<file path="src/rtl/flash_host_params.svh">
// Timing, width and encoding constants for the flash host controller.
`ifndef FLASH_HOST_PARAMS_SVH
`define FLASH_HOST_PARAMS_SVH
`define CLK_PERIOD_NS 50
`define ADDR_W 19
`define DATA_W 16
`define BYTE_W 8
`define CLEAR_PULSE_MIN_NS 500
`define CLEAR_TO_READ_DELAY_NS 50
`define SELECT_ACCESS_TIME_NS 90
`define READY_BUSY_NS 20000
`define WRITE_PULSE_NS 50
`define OP_READ 2'h0
`define OP_WRITE 2'h1
`define OP_CLEAR 2'h2
`define CNT_W 16
`define SYNC_IDLE 3'h7
`endif

</file>
<file path="src/rtl/flash_host_pkg.sv">
// Types shared by the flash host controller.
`include "flash_host_params.svh"
package flash_host_pkg;
  // Host request carried from the user side.
  typedef struct packed {
    logic [1:0] op;
    logic [`ADDR_W-1:0] addr;
    logic byte_low;
    logic [`DATA_W-1:0] wdata;
  } host_req_t;
  // Control pin levels driven toward the flash.
  typedef struct packed {
    logic select_n;
    logic out_gate_n;
    logic write_n;
    logic clear_n;
    logic word_sel;
  } ctl_pins_t;
endpackage

</file>
<file path="src/rtl/flash_host_ctrl.sv">
// Host-side controller that drives a parallel asynchronous flash over its pins.
// Contract
// - Read holds select, gate low, strobe high.
// - Write drives strobe, select low, gate high.
// - Wait recovery delay before first read.
`include "flash_host_params.svh"
`timescale 1ns/1ps
`default_nettype none
module flash_host_ctrl
  import flash_host_pkg::*;
#(
  parameter int CLEAR_PULSE_MIN_NS = `CLEAR_PULSE_MIN_NS,
  parameter int CLEAR_TO_READ_DELAY_NS = `CLEAR_TO_READ_DELAY_NS,
  parameter int SELECT_ACCESS_TIME_NS = `SELECT_ACCESS_TIME_NS,
  parameter int READY_WAIT_NS = `READY_BUSY_NS,
  parameter int WRITE_PULSE_NS = `WRITE_PULSE_NS
) (
  input wire logic sys_clk,
  input wire logic rst,
  input wire logic req_valid,
  input wire host_req_t req,
  input wire logic word_mode,
  output logic req_ready,
  output logic rsp_valid,
  output logic [`DATA_W-1:0] rsp_data,
  output logic rsp_timeout,
  output logic busy_seen,
  output ctl_pins_t pins,
  output logic [`ADDR_W-1:0] addr_out,
  output logic [`DATA_W-1:0] data_out,
  output logic data_oe,
  output logic top_data_or_low_addr_out,
  output logic top_data_or_low_addr_oe,
  input wire logic [`DATA_W-1:0] data_in,
  input wire logic ready_busy_out
);
  // Least times round up to whole cycles; the access window adds one cycle more.
  // timing from parameters
  localparam int PULSE_CYC = (CLEAR_PULSE_MIN_NS + `CLK_PERIOD_NS - 1) / `CLK_PERIOD_NS;
  localparam int RECOVER_CYC = (CLEAR_TO_READ_DELAY_NS + `CLK_PERIOD_NS - 1) / `CLK_PERIOD_NS;
  localparam int ACCESS_RAW = (SELECT_ACCESS_TIME_NS + `CLK_PERIOD_NS - 1) / `CLK_PERIOD_NS;
  localparam int ACCESS_CYC = ACCESS_RAW + 1;
  localparam int WRITE_CYC = (WRITE_PULSE_NS + `CLK_PERIOD_NS - 1) / `CLK_PERIOD_NS;
  localparam int READY_CYC = (READY_WAIT_NS + `CLK_PERIOD_NS - 1) / `CLK_PERIOD_NS;

  typedef enum logic [2:0] {
    ST_IDLE, ST_READ, ST_WRITE, ST_WREC, ST_CLEAR, ST_WAITRDY, ST_RECOVER
  } state_t;

  state_t state_r, state_nxt;
  logic [`CNT_W-1:0] cnt_r, cnt_nxt;
  host_req_t cur_r;
  logic ready_sync;

  // Ready/busy is a pin from outside the clock domain.
  pin_sync3 #(.INIT(1'b1)) u_rdy_sync (
    .sys_clk(sys_clk),
    .rst(rst),
    .pin_in(ready_busy_out),
    .level_out(ready_sync)
  );

  // Request decoding as named wires; a request is taken only while req_ready shows,
  // so the first edge after reset cannot swallow one that the user has not seen accepted.
  wire take_req = (state_r == ST_IDLE) && req_ready && req_valid;
  wire cnt_done = (cnt_r == '0);
  wire is_read = (req.op == `OP_READ);
  wire is_write = (req.op == `OP_WRITE);
  wire wait_over = ready_sync || cnt_done;

  // Next state; all timed phases count down to zero.
  always_comb begin
    state_nxt = state_r;
    cnt_nxt = cnt_done ? cnt_r : cnt_r - 1'b1;
    case (state_r)
      ST_IDLE: begin
        if (take_req) begin
          if (is_read) begin
            state_nxt = ST_READ;
            cnt_nxt = `CNT_W'(ACCESS_CYC - 1);
          end else if (is_write) begin
            state_nxt = ST_WRITE;
            cnt_nxt = `CNT_W'(WRITE_CYC - 1);
          end else begin
            state_nxt = ST_CLEAR;
            cnt_nxt = `CNT_W'(PULSE_CYC - 1);
          end
        end
      end
      ST_READ: begin
        if (cnt_done) begin
          state_nxt = ST_IDLE;
        end
      end
      ST_WRITE: begin
        if (cnt_done) begin
          state_nxt = ST_WREC;
        end
      end
      ST_WREC: begin
        state_nxt = ST_IDLE;
      end
      ST_CLEAR: begin
        if (cnt_done) begin
          state_nxt = ST_WAITRDY;
          cnt_nxt = `CNT_W'(READY_CYC);
        end
      end
      ST_WAITRDY: begin
        if (wait_over) begin
          state_nxt = ST_RECOVER;
          cnt_nxt = `CNT_W'(RECOVER_CYC - 1);
        end
      end
      ST_RECOVER: begin
        if (cnt_done) begin
          state_nxt = ST_IDLE;
        end
      end
      default: begin
        state_nxt = ST_IDLE;
      end
    endcase
  end

  // Pin levels for the next cycle; idle means standby.
  wire nxt_sel = (state_nxt == ST_READ) || (state_nxt == ST_WRITE) || (state_nxt == ST_WREC);
  wire nxt_wr = (state_nxt == ST_WRITE);
  wire nxt_rd = (state_nxt == ST_READ);
  wire nxt_clr = (state_nxt == ST_CLEAR);
  wire nxt_drive = (state_nxt == ST_WRITE) || (state_nxt == ST_WREC);
  host_req_t cur_nxt;
  assign cur_nxt = take_req ? req : cur_r;
  wire byte_cfg = !word_mode;
  wire read_end = (state_r == ST_READ) && cnt_done;

  // State and request hold register.
  always_ff @(posedge sys_clk or posedge rst) begin
    if (rst) begin
      state_r <= ST_IDLE;
      cnt_r <= '0;
      cur_r <= '0;
    end else begin
      state_r <= state_nxt;
      cnt_r <= cnt_nxt;
      cur_r <= cur_nxt;
    end
  end

  // Control pins, registered so each output comes from a flip-flop.
  always_ff @(posedge sys_clk or posedge rst) begin
    if (rst) begin
      pins <= '{select_n: 1'b1, out_gate_n: 1'b1, write_n: 1'b1, clear_n: 1'b1, word_sel: 1'b1};
    end else begin
      pins.select_n <= !nxt_sel;
      // read gate low, gate high otherwise
      pins.out_gate_n <= !nxt_rd;
      pins.write_n <= !nxt_wr;
      pins.clear_n <= !nxt_clr;
      pins.word_sel <= word_mode;
    end
  end

  // Address and data drive; byte mode moves the low address to the top data pin.
  always_ff @(posedge sys_clk or posedge rst) begin
    if (rst) begin
      addr_out <= '0;
      data_out <= '0;
      data_oe <= 1'b0;
      top_data_or_low_addr_out <= 1'b0;
      top_data_or_low_addr_oe <= 1'b0;
    end else begin
      addr_out <= cur_nxt.addr;
      data_out <= byte_cfg ? {{(`DATA_W-`BYTE_W){1'b0}}, cur_nxt.wdata[`BYTE_W-1:0]} : cur_nxt.wdata;
      data_oe <= nxt_drive;
      top_data_or_low_addr_out <= byte_cfg ? cur_nxt.byte_low : cur_nxt.wdata[`DATA_W-1];
      top_data_or_low_addr_oe <= byte_cfg ? (state_nxt != ST_CLEAR) : nxt_drive;
    end
  end

  // Response capture at the end of the access window.
  always_ff @(posedge sys_clk or posedge rst) begin
    if (rst) begin
      rsp_valid <= 1'b0;
      rsp_data <= '0;
      rsp_timeout <= 1'b0;
      busy_seen <= 1'b0;
      req_ready <= 1'b0;
    end else begin
      // plain read returns data; share timing
      rsp_valid <= read_end || ((state_r == ST_WREC)) || ((state_r == ST_RECOVER) && cnt_done);
      if (read_end) begin
        rsp_data <= byte_cfg ? {{(`DATA_W-`BYTE_W){1'b0}}, data_in[`BYTE_W-1:0]} : data_in;
      end
      if (state_r == ST_WAITRDY && wait_over) begin
        rsp_timeout <= !ready_sync;
      end
      // busy level is reported, not aborted
      busy_seen <= !ready_sync;
      req_ready <= (state_nxt == ST_IDLE);
    end
  end
endmodule
`default_nettype wire

</file>
<file path="src/rtl/pin_sync3.sv">
// Three-stage pin synchroniser with agreement filter.
`timescale 1ns/1ps
`default_nettype none
module pin_sync3 #(
  parameter logic INIT = 1'b1
) (
  input wire logic sys_clk,
  input wire logic rst,
  input wire logic pin_in,
  output var logic level_out
);
  logic [2:0] stage_r;
  // A change counts only once stages two and three agree.
  always_ff @(posedge sys_clk or posedge rst) begin
    if (rst) begin
      stage_r <= {3{INIT}};
      level_out <= INIT;
    end else begin
      stage_r <= {stage_r[1:0], pin_in};
      if (stage_r[1] == stage_r[2]) begin
        level_out <= stage_r[2];
      end
    end
  end
endmodule
`default_nettype wire

</file>
<file path="config.mk">
export PLATFORM = sky130hd
export DESIGN_NAME = flash_host_ctrl
export DESIGN_NICKNAME = d
export VERILOG_FILES = /design/src/rtl/flash_host_pkg.sv /design/src/rtl/flash_host_ctrl.sv /design/src/rtl/pin_sync3.sv
export VERILOG_INCLUDE_DIRS = /design/src /design/src/rtl
export SDC_FILE = /design/constraint.sdc
export NUM_CORES = 1
export LEC_CHECK = 0
export BUFFER_PORTS_ARGS = -buffer_cell sky130_fd_sc_hd__buf_2
export CORE_ASPECT_RATIO = 1.25
export CORE_MARGIN = 3
export CORE_UTILIZATION = 56
export CTS_CLUSTER_DIAMETER = 60
export DETAILED_ROUTE_END_ITERATION = 12
export GPL_TIMING_DRIVEN = 0
export HOLD_SLACK_MARGIN = 0.15
export PLACE_DENSITY_LB_ADDON = 0.05
export SYNTH_ARGS = -nofsm -noshare
export SYNTH_HDL_FRONTEND = slang
export SYNTH_SLANG_ARGS = --single-unit
export TNS_END_PERCENT = 50
</file>
<file path="constraint.sdc">
create_clock -name sys_clk -period 6 [get_ports sys_clk]
set_input_delay 0.6 -clock sys_clk [delete_from_list [all_inputs] [get_ports sys_clk]]
set_output_delay 0.6 -clock sys_clk [all_outputs]
set_load 0.02 [all_outputs]
</file>
==> impl_metrics.json, run 1 <==
{
  "status": "complete, no violations",
  "critPathLaunch": "cnt_r[1]",
  "drtIter0Drc": 125,
  "rr_startpoint": "cnt_r[1]",
  "r2r_cells": 8,
  "viasPerCell": 5.24,
  "seq_area_mm2": 0.00239,
  "hold_path.class": "in2async",
  "whs_ns": 0.186,
  "antenna_found_initial": 0,
  "synth_seq_area_share_pct": 55.4,
  "netlist_area_mm2": 0.00431,
  "clock_latency_ns": 0.35,
  "area_growth_pct": 22.4,
  "multiInputGateArea_mm2": 0.00158,
  "dieWidth_um": 84.5,
  "cts_tree": "yes",
  "grt_max_degree": 75,
  "wl_um": 8600,
  "worst_setup_path_end_kind": "register",
  "r2r_slack_ns": 3.80,
  "rsz0062_at_grt": "no",
  "final.setup.tns_ns": 0,
  "path_max_fanout": 10,
  "ant_nets": 0,
  "cts-hold-fix-buffers": 0,
  "drive_above_1_share_pct": 50.8,
  "setup_violations": 0,
  "synth-seq-cells": 95,
  "worst_slack_ns": 3.80,
  "post_cts_buffers": 0,
  "ys.flop_type": "dfrtp_1",
  "dieArea_mm2": 0.00879,
  "arrival_ns": 2.48,
  "num_rows": 35,
  "synth_edf_count": 0,
  "post-route-period-util_pct": 36.6,
  "io-pin-count": 122,
  "synth_cell_type_count": 57,
  "cts_made_buffers": 9,
  "clock-sinks": 95,
  "skew_ns": 0.0139,
  "crit_required_ns": 6.28,
  "tightest_slew_ns": 0.510,
  "port_buffers": 121,
  "finalHoldViolations": 0,
  "netlist_top_cells_area": "dfrtp_1, mux2_2, dfstp_2",
  "grt_overflow_total": 0,
  "core_area_mm2": 0.00744,
  "fmax_mhz": 455,
  "synth_largest_area_cell": "dfrtp_1",
  "die_h_um": 104,
  "async_flop_share_pct": 100,
  "place_area_mm2": 0.00506,
  "nets": 540,
  "ir_drop_v": 0.000195,
  "maxCapViolCount": 0,
  "p_leak_uw": 0.00257,
  "relSlewSlack_pct": 65.9,
  "synthCells": 346,
  "nFillCells": 575,
  "place_ws_ns": 3.79,
  "clkSlewWorstSetupHoldPaths_ns": 0.10,
  "root_buffer": "clkbuf_8",
  "postSynthAreaPerCell_um2": 12.5,
  "grtUsageTotal_pct": 20.8,
  "first_pass_iters": 4,
  "crit_type": "reg2reg",
  "num_vias": 3021,
  "final_area_mm2": 0.00528,
  "initial_core_util_pct": 57.9,
  "clock_path_buffers": 2,
  "yosysTopAreaCellShare_pct": 49.9,
  "power.total_uw": 1830,
  "hpwl_um": 6330,
  "slew_violations": 0,
  "grt_pass1_vias": 3070,
  "period_minus_slack_ns": 2.20,
  "startpoint_type": "register",
  "wl_per_cell_um": 14.9,
  "syn_nets": 407,
  "ys_warn_count": 0,
  "cts.htree.levels": 3,
  "rr_endpoint": "pins[1]",
  "grt_pass1_wl_um": 14700,
  "power.density_mw_per_mm2": 347,
  "drc": 0,
  "gp_congestion": 0.870,
  "diodes": 0,
  "cts_resized": 0
}
-- cell usage after synthesis (all sizes together) (2+ instances only) --
cell / instances
dfrtp: 86
mux2: 42
buf: 41
nand2: 27
a21oi: 16
o21ai: 16
nor2: 11
inv: 10
dfstp: 9
xnor2: 9
a211oi: 8
and2: 8
nor3: 8
nand3: 7
a2111oi: 4
mux2i: 4
nor2b: 4
a31oi: 3
o211ai: 3
clkbuf: 2
ha: 2
nand4: 2
nor3b: 2
o221ai: 2
or3: 2
xor2: 2
-- routing by layer --
metal	track usage (%)	vias to the layer above	wire [um]
li1	-	1453	-
met5	0	-	0
met1	26.3	1448	3500
met2	34.0	97	4280
met3	4.75	23	551
met4	9.39	0	269
-- power by group --
| part | internal, uW | leakage (uW) | switching, uW | total (uW) |
|---|---|---|---|---|
| clock network | 237 | 0.000100 | 221 | 458 |
| registers | 756 | 0.00114 | 104 | 860 |
| logic | 237 | 0.00133 | 274 | 511 |
| total | 1230 | 0.00257 | 599 | 1830 |
-- cells in the final DEF (no fill, tap or decap), drive strengths merged, types with 7 or more instances in the layout --
cell type / count
nor3: 8
clkbuf: 13
dfrtp: 86
and2: 8
buf: 163
nor2: 11
inv: 11
xnor2: 9
nand3: 7
dfstp: 9
nand2: 27
o21ai: 16
mux2: 42
a211oi: 8
a21oi: 16
-- worst max-delay path by stage --
stage	cells past startpoint	slack [ns]	endpoint
after floorplan	1	2.94	addr_out[0]
final	8	3.80	pins[1]
after global routing	10	3.59	req_ready
after detailed placement	8	3.79	cnt_r[1]
after CTS	8	3.82	pins[1]
after global placement	2	1.92	state_r[1]
-- final cells by class --
class | instances | share of cell area [%]
clock inverters | 5 | 1.59
flip-flops and latches | 95 | 45.3
multi-input cells | 198 | 29.9
plain buffers | 43 | 5.83
repair buffers | 122 | 12.0
clock buffers | 11 | 2.49
well taps | 92 | 2.18
inverters | 10 | 0.759
-- cells by family (layout without fill, tap and decap cells) --
kind of cell	after synthesis	count (layout)	synth area share [%]
flip-flops	95	95	55.4
AND/OR/NAND/NOR	77	77	10.3
AO/OA/AOI/OAI	61	61	11.0
buffers and inverters	53	191	8.01
multiplexers	46	46	12.3
XOR/XNOR	11	11	2.24
adder cells (fa/ha/maj)	3	3	0.813
-- registers in the layout, summed over array words and instances (netlist names) --
register and cells:
busy_seen 1, u_rdy_sync.level_out 1, top_data_or_low_addr_out 1, rsp_valid 1, data_out 16, req_ready 1
pins 5, cnt_r 16, u_rdy_sync.stage_r 3, top_data_or_low_addr_oe 1, data_oe 1, state_r 3
addr_out 19, rsp_data 16, cur_r 9, rsp_timeout 1
-- critical path, stage by stage (launching register included) --
cell      delay (ns)
dfrtp_1         0.43
inv_1           0.10
ha_1            0.19
nor3b_2         0.23
nand3_2         0.21
nor2_2          0.21
buf_4           0.20
o221ai_2        0.17
or3_1           0.38
-- metrics by stage --
stage	utilization [%]	cells
global route	70.9	576
CTS	70.9	576
floorplan	-	346
finish	70.9	576
detailed placement	68.0	560
global placement	67.6	559
No activity file was read; power rests on OpenSTA's default activity.
==> run 2, diff against run 1 <==
--- a/config.mk
+++ b/config.mk
@@ -6,10 +6,11 @@
 export SDC_FILE = /design/constraint.sdc
 export NUM_CORES = 1
 export LEC_CHECK = 0
+export ABC_AREA = 1
 export BUFFER_PORTS_ARGS = -buffer_cell sky130_fd_sc_hd__buf_2
 export CORE_ASPECT_RATIO = 1.25
 export CORE_MARGIN = 3
-export CORE_UTILIZATION = 56
+export CORE_UTILIZATION = 47
 export CTS_CLUSTER_DIAMETER = 60
 export DETAILED_ROUTE_END_ITERATION = 12
 export GPL_TIMING_DRIVEN = 0
==> constraint.sdc (replaced) <==
create_clock -name sys_clk -period 2 [get_ports sys_clk]
set_input_delay 0.2 -clock sys_clk [delete_from_list [all_inputs] [get_ports sys_clk]]
set_output_delay 0.2 -clock sys_clk [all_outputs]
set_load 0.02 [all_outputs]
==> run 2 against run 1 <==
Critical endpoint is now top_data_or_low_addr_oe. Critical path type unchanged. Design area increased by 11%. Largest cell class unchanged. Register-to-register slack got worse by 3.6 ns. Sequential share of layout area decreased by 4.6 points. Utilization decreased by 4.5 points. Synthesized cell count increased by 40%. Largest power group is now combinational cells. Cell count increased by 38%. Combinational power increased to 8.1 times the previous value.
==> impl_metrics.json, run 2 <==
{
  "startpoint_type": "register",
  "hold_path.class": "in2reg",
  "grt_pass1_wl_um": 16600,
  "yosys-top-cells-count": "nand2_1, dfrtp_1, inv_1",
  "synth-seq-cells": 95,
  "core_area_mm2": 0.00884,
  "slowest_delay_ns": 0.41,
  "use_met3_pct": 4.95,
  "synth_edf_count": 0,
  "synth_largest_area_cell": "dfrtp_1",
  "gp_congestion": 0.813,
  "whs_ns": 0.265,
  "grt_pass1_vias": 3684,
  "status": "complete, no violations",
  "cts_tree": "yes",
  "rsz0062_at_grt": "no",
  "yosysMostFrequentCell": "nand2_1",
  "drive_above_1_share_pct": 33.4,
  "dieArea_mm2": 0.0104,
  "slew_violations": 0,
  "initial_core_util_pct": 49.2,
  "clkSlewWorstSetupHoldPaths_ns": 0.09,
  "top_usage_layer": "met2",
  "relSlewSlack_pct": 59.5,
  "cts_made_buffers": 9,
  "path_delay_family": "simple AND/OR/NAND/NOR gates",
  "tightest_slew_ns": 0.606,
  "worst_setup_path_end_kind": "register",
  "r2r_slack_ns": 0.19,
  "layout_common_cells": "nand2_1, buf_2, dfrtp_1",
  "wl_um": 9940,
  "final_common_cell": "nand2_1",
  "io-pin-count": 122,
  "ys_warn_count": 0,
  "netlist_top_cells_area": "dfrtp_1, nand2_1, dfstp_2",
  "utilization_pct": 66.3,
  "path_max_fanout": 10,
  "grtUsageMet2_pct": 34.9,
  "synth_cell_type_count": 36,
  "grtUsageTotal_pct": 19.8,
  "finalHoldViolations": 0,
  "async_flop_share_pct": 100,
  "maxCapViolCount": 0,
  "regMostFlops": "addr_out",
  "final.setup.tns_ns": 0,
  "cts_resized": 0,
  "wl_per_cell_um": 12.5,
  "cp_num_buf_inv": 2,
  "die_h_um": 114,
  "synthCells": 483,
  "num_vias": 3624,
  "arrival_ns": 2.04,
  "dieWidth_um": 92.0,
  "crit_required_ns": 2.24,
  "setup_violations": 0,
  "power.density_mw_per_mm2": 1420,
  "num_rows": 38,
  "yosysTopAreaCellShare_pct": 49.5,
  "viasPerCell": 4.55,
  "hpwl_um": 6960,
  "p_leak_uw": 0.00328,
  "clock-sinks": 95,
  "synth_seq_area_share_pct": 54.9,
  "postSynthAreaPerCell_um2": 9.00,
  "fmax_mhz": 553,
  "ir_drop_v": 0.000862,
  "period_minus_slack_ns": 1.81,
  "root_buffer": "clkbuf_8",
  "nets": 733,
  "crit_type": "reg2reg",
  "largest_reg_flops": 19,
  "drc": 0,
  "place_area_mm2": 0.00515,
  "drtIter0Drc": 127,
  "post-route-period-util_pct": 90.4,
  "crit_chain": "inv_1 -> ha_1 -> nand2_2 -> nor2_4 -> nand2_4 -> buf_6 -> nand2_2 -> nand3_2 -> nor2_4 -> nand3_2 -> nand2_1 -> nand2_1",
  "area_growth_pct": 34.9,
  "cp_slowest_cell": "dfrtp_1",
  "diodes": 0,
  "cts.htree.levels": 3,
  "cts-hold-fix-buffers": 55,
  "post_cts_buffers": 0,
  "first_pass_iters": 4,
  "skew_ns": 0.00717,
  "met1_usage_pct": 23.3,
  "port_buffers": 121,
  "clock_path_buffers": 2,
  "grt_overflow_total": 0,
  "clock_latency_ns": 0.34,
  "antenna_found_initial": 0,
  "syn_nets": 544,
  "ys.flop_type": "dfrtp_1",
  "grt_max_degree": 44,
  "ant_nets": 0,
  "netlist_area_mm2": 0.00435,
  "final_area_mm2": 0.00586
}
[run 2: cell count changes in the layout (fill, tap and decap cells not counted), moves of 7 or more]
cell	before	now
nand2_1	27	147
dlygate4sd3_1	0	55
inv_1	8	53
mux2_2	38	4
nor2_1	10	32
or2_2	1	8
[run 2: worst paths after layout]
check,start,endpoint,cells past startpoint
setup / recovery,cnt_r[0],top_data_or_low_addr_oe,12
max in group asynchronous,rst,pins[4],4
min in group asynchronous,rst,addr_out[10],3
setup reg to reg,cnt_r[0],top_data_or_low_addr_oe,12
hold / removal,req[36],cnt_r[1],4
hold reg to reg,u_rdy_sync.stage_r[0],u_rdy_sync.stage_r[1],0
[run 2: cell type report]
class | instances | area, um^2
repair buffers | 178 | 1200
inverters | 58 | 223
multi-input cells | 290 | 1460
clock buffers | 11 | 131
flip-flops and latches | 95 | 2390
plain buffers | 40 | 280
well taps | 120 | 150
clock inverters | 5 | 35.0
fillers | 743 | 2980
[run 2: layer usage]
layer  part of all wire (%)  vias to the layer above
li1                       -                     1835
met1                     41                     1688
met2                     52                       87
met3                    4.9                       14
met4                    2.1                        0
met5                      0                        -
[run 2: per-stage QoR]
step                worst slack [ns]  total power (uW)  cells
floorplan                      0.360              6120    483
global placement              0.0379              7120    724
detailed placement             0.174              7220    726
CTS                            0.165              8430    797
global route                  0.0504              9060    797
finish                         0.192              8350    797
[run 2: kinds of logic (layout without fill, tap and decap cells)]
group                    Yosys count  count (layout)  share of synthesized area (%)
flip-flops                        95              95                           54.9
adder cells (fa/ha/maj)            3               3                          0.806
AO/OA/AOI/OAI                     42              42                           5.53
XOR/XNOR                           9               9                           1.81
buffers and inverters             98             292                           11.5
AND/OR/NAND/NOR                  228             228                           23.0
multiplexers                       8               8                           2.42
[run 2: worst min-delay path, delay by kind of cell]
kind | cells | cell delay (ns)
compound gates | 2 | 0.23
simple gates | 1 | 0.04
buf+inv | 1 | 0.09
[run 2: power by group]
group / internal, uW / switching (uW)
Sequential: 2720 / 410
Clock: 451 / 645
Combinational: 1680 / 2450
==> run 3, diff against run 2 <==
--- a/config.mk
+++ b/config.mk
@@ -10,7 +10,8 @@
 export BUFFER_PORTS_ARGS = -buffer_cell sky130_fd_sc_hd__buf_2
 export CORE_ASPECT_RATIO = 1.25
 export CORE_MARGIN = 3
-export CORE_UTILIZATION = 47
+export CORE_UTILIZATION = 49
+export CTS_BUF_LIST = sky130_fd_sc_hd__clkbuf_8
 export CTS_CLUSTER_DIAMETER = 60
 export DETAILED_ROUTE_END_ITERATION = 12
 export GPL_TIMING_DRIVEN = 0
==> run 3 against run 2 <==
Worst setup slack improved by 0.015 ns. Power rose by 2.7%. Design area is 0.51% higher. Die area is 3.8% lower. Global-route usage rose by 1.8 points. Sequential power hardly changed. Critical path depth is 3 lower. Utilization rose by 3.6 points. Clock skew increased by 0.0022 ns. Flip-flop and latch count did not move. Sequential share of layout area decreased by 0.21 points. Highest routed layer unchanged.
==> impl_metrics.json, run 3 (same netlist as run 2, synthesis figures left out) <==
{
  "grt_max_degree": 43,
  "critPathLaunch": "cnt_r[0]",
  "largest_reg_flops": 19,
  "clock-sinks": 95,
  "clock_path_buffers": 2,
  "r2r_slack_ns": 0.21,
  "utilization_pct": 70.0,
  "rr_startpoint": "cnt_r[0]",
  "ir_drop_v": 0.000832,
  "wl_um": 10300,
  "finalHoldViolations": 0,
  "power.density_mw_per_mm2": 1450,
  "nFillCells": 679,
  "num_rows": 37,
  "arrival_ns": 2.04,
  "drtIter0Drc": 146,
  "drive_above_1_share_pct": 33.7,
  "setup_violations": 0,
  "crit_chain": "inv_1 -> ha_2 -> nand2_2 -> nor2_4 -> nand2_4 -> clkinv_2 -> nand2_4 -> buf_6 -> mux2_4",
  "post-route-period-util_pct": 89.7,
  "crit_required_ns": 2.25,
  "ant_nets": 0,
  "place_ws_ns": 0.184,
  "relSlewSlack_pct": 60.8,
  "grt_overflow_total": 0,
  "p_leak_uw": 0.00331,
  "post_cts_buffers": 0,
  "root_buffer": "clkbuf_8",
  "drc": 0,
  "grt_pass1_vias": 3729,
  "grtUsageTotal_pct": 21.6,
  "cts_tree": "yes",
  "hold_path.class": "in2reg",
  "cts_made_buffers": 9,
  "grt_pass1_wl_um": 17500,
  "tightest_slew_ns": 0.587,
  "multiInputGateArea_mm2": 0.00146,
  "wl_per_cell_um": 13.0,
  "gp_congestion": 0.806,
  "worst_setup_path_end_kind": "register",
  "clkSlewWorstSetupHoldPaths_ns": 0.09,
  "nets": 733,
  "viasPerCell": 4.59,
  "die_h_um": 111,
  "slew_violations": 0,
  "layout_common_cells": "nand2_1, buf_2, dfrtp_1",
  "cts.htree.levels": 3,
  "initial_core_util_pct": 51.6,
  "skew_ns": 0.00940,
  "worst_slack_ns": 0.207,
  "area_growth_pct": 35.6,
  "path_max_fanout": 10,
  "path_delay_family": "simple AND/OR/NAND/NOR gates",
  "fmax_mhz": 558,
  "whs_ns": 0.227,
  "io-pin-count": 122,
  "hpwl_um": 7070,
  "cpMostUsedCell": "nand2_4",
  "antenna_found_initial": 0,
  "cp_slowest_cell": "dfrtp_1",
  "dieWidth_um": 90.3,
  "place_area_mm2": 0.00514,
  "crit_path_end": "rsp_data[2]",
  "rr_endpoint": "rsp_data[2]",
  "clock_latency_ns": 0.36,
  "period_minus_slack_ns": 1.79,
  "final_common_cell": "nand2_1",
  "rsz0062_at_grt": "no",
  "status": "complete, no violations",
  "maxCapViolCount": 0,
  "diodes": 0,
  "startpoint_type": "register",
  "crit_type": "reg2reg",
  "slowest_delay_ns": 0.41,
  "r2r_cells": 9,
  "seq_area_mm2": 0.00239,
  "dieArea_mm2": 0.0100,
  "num_vias": 3645,
  "cp.depth": 9,
  "core_area_mm2": 0.00843,
  "final.setup.tns_ns": 0,
  "regMostFlops": "addr_out",
  "final_area_mm2": 0.00589,
  "port_buffers": 121,
  "first_pass_iters": 4,
  "cp_num_buf_inv": 3
}
-- run 3: power by group --
group | switching (uW) | total (uW) | internal, uW
clock network | 671 | 1280 | 609
logic | 2490 | 4170 | 1680
registers | 405 | 3120 | 2720
-- run 3: worst reg2reg max path, cell delays in order, from the launching register on --
cell and delay (ns):
dfrtp_1 0.41, inv_1 0.09, ha_2 0.22, nand2_2 0.09
nor2_4 0.15, nand2_4 0.09, clkinv_2 0.09, nand2_4 0.09
buf_6 0.17, mux2_4 0.30
-- run 3: area by class of cell --
cell class / count / share of cell area [%]
Multi-Input combinational cell: 290 / 24.8
Sequential cell: 95 / 40.5
Clock buffer: 10 / 2.33
Buffer: 40 / 4.75
Clock inverter: 6 / 1.02
Inverter: 58 / 3.78
Timing Repair Buffer: 178 / 20.3
Tap cell: 117 / 2.48
-- run 3: routing by layer --
layer,vias up,GRT usage (%),part of all wire [%]
li1,1828,-,-
met1,1695,26.7,42
met2,98,36.6,51
met3,24,4.07,4.8
met4,0,9.81,2.6
met5,-,0,0
-- run 3: timing repair --
action	in CTS	in global routing
hold endpoints to repair	79	0
gates resized for setup	0	1
setup endpoints to repair	0	1
hold buffers	55	0
-- run 3: how the worst min path moves through the flow --
stage                         from                    end  slack (ns)  cells past startpoint
global placement    ready_busy_out  u_rdy_sync.stage_r[0]        0.31                      1
CTS                        req[37]                pins[4]        0.20                      3
global route               req[37]               cnt_r[3]        0.23                      3
detailed placement             rst           addr_out[17]        0.29                      2
floorplan                word_mode                pins[0]        0.20                      0
finish                     req[37]                pins[4]        0.23                      3
-- run 3: stage by stage --
step                      total power, uW  instances
after floorplan                      6120        483
after global placement               7120        721
after detailed placement             7230        723
after CTS                            8610        794
after global routing                 9260        794
final                                8570        794
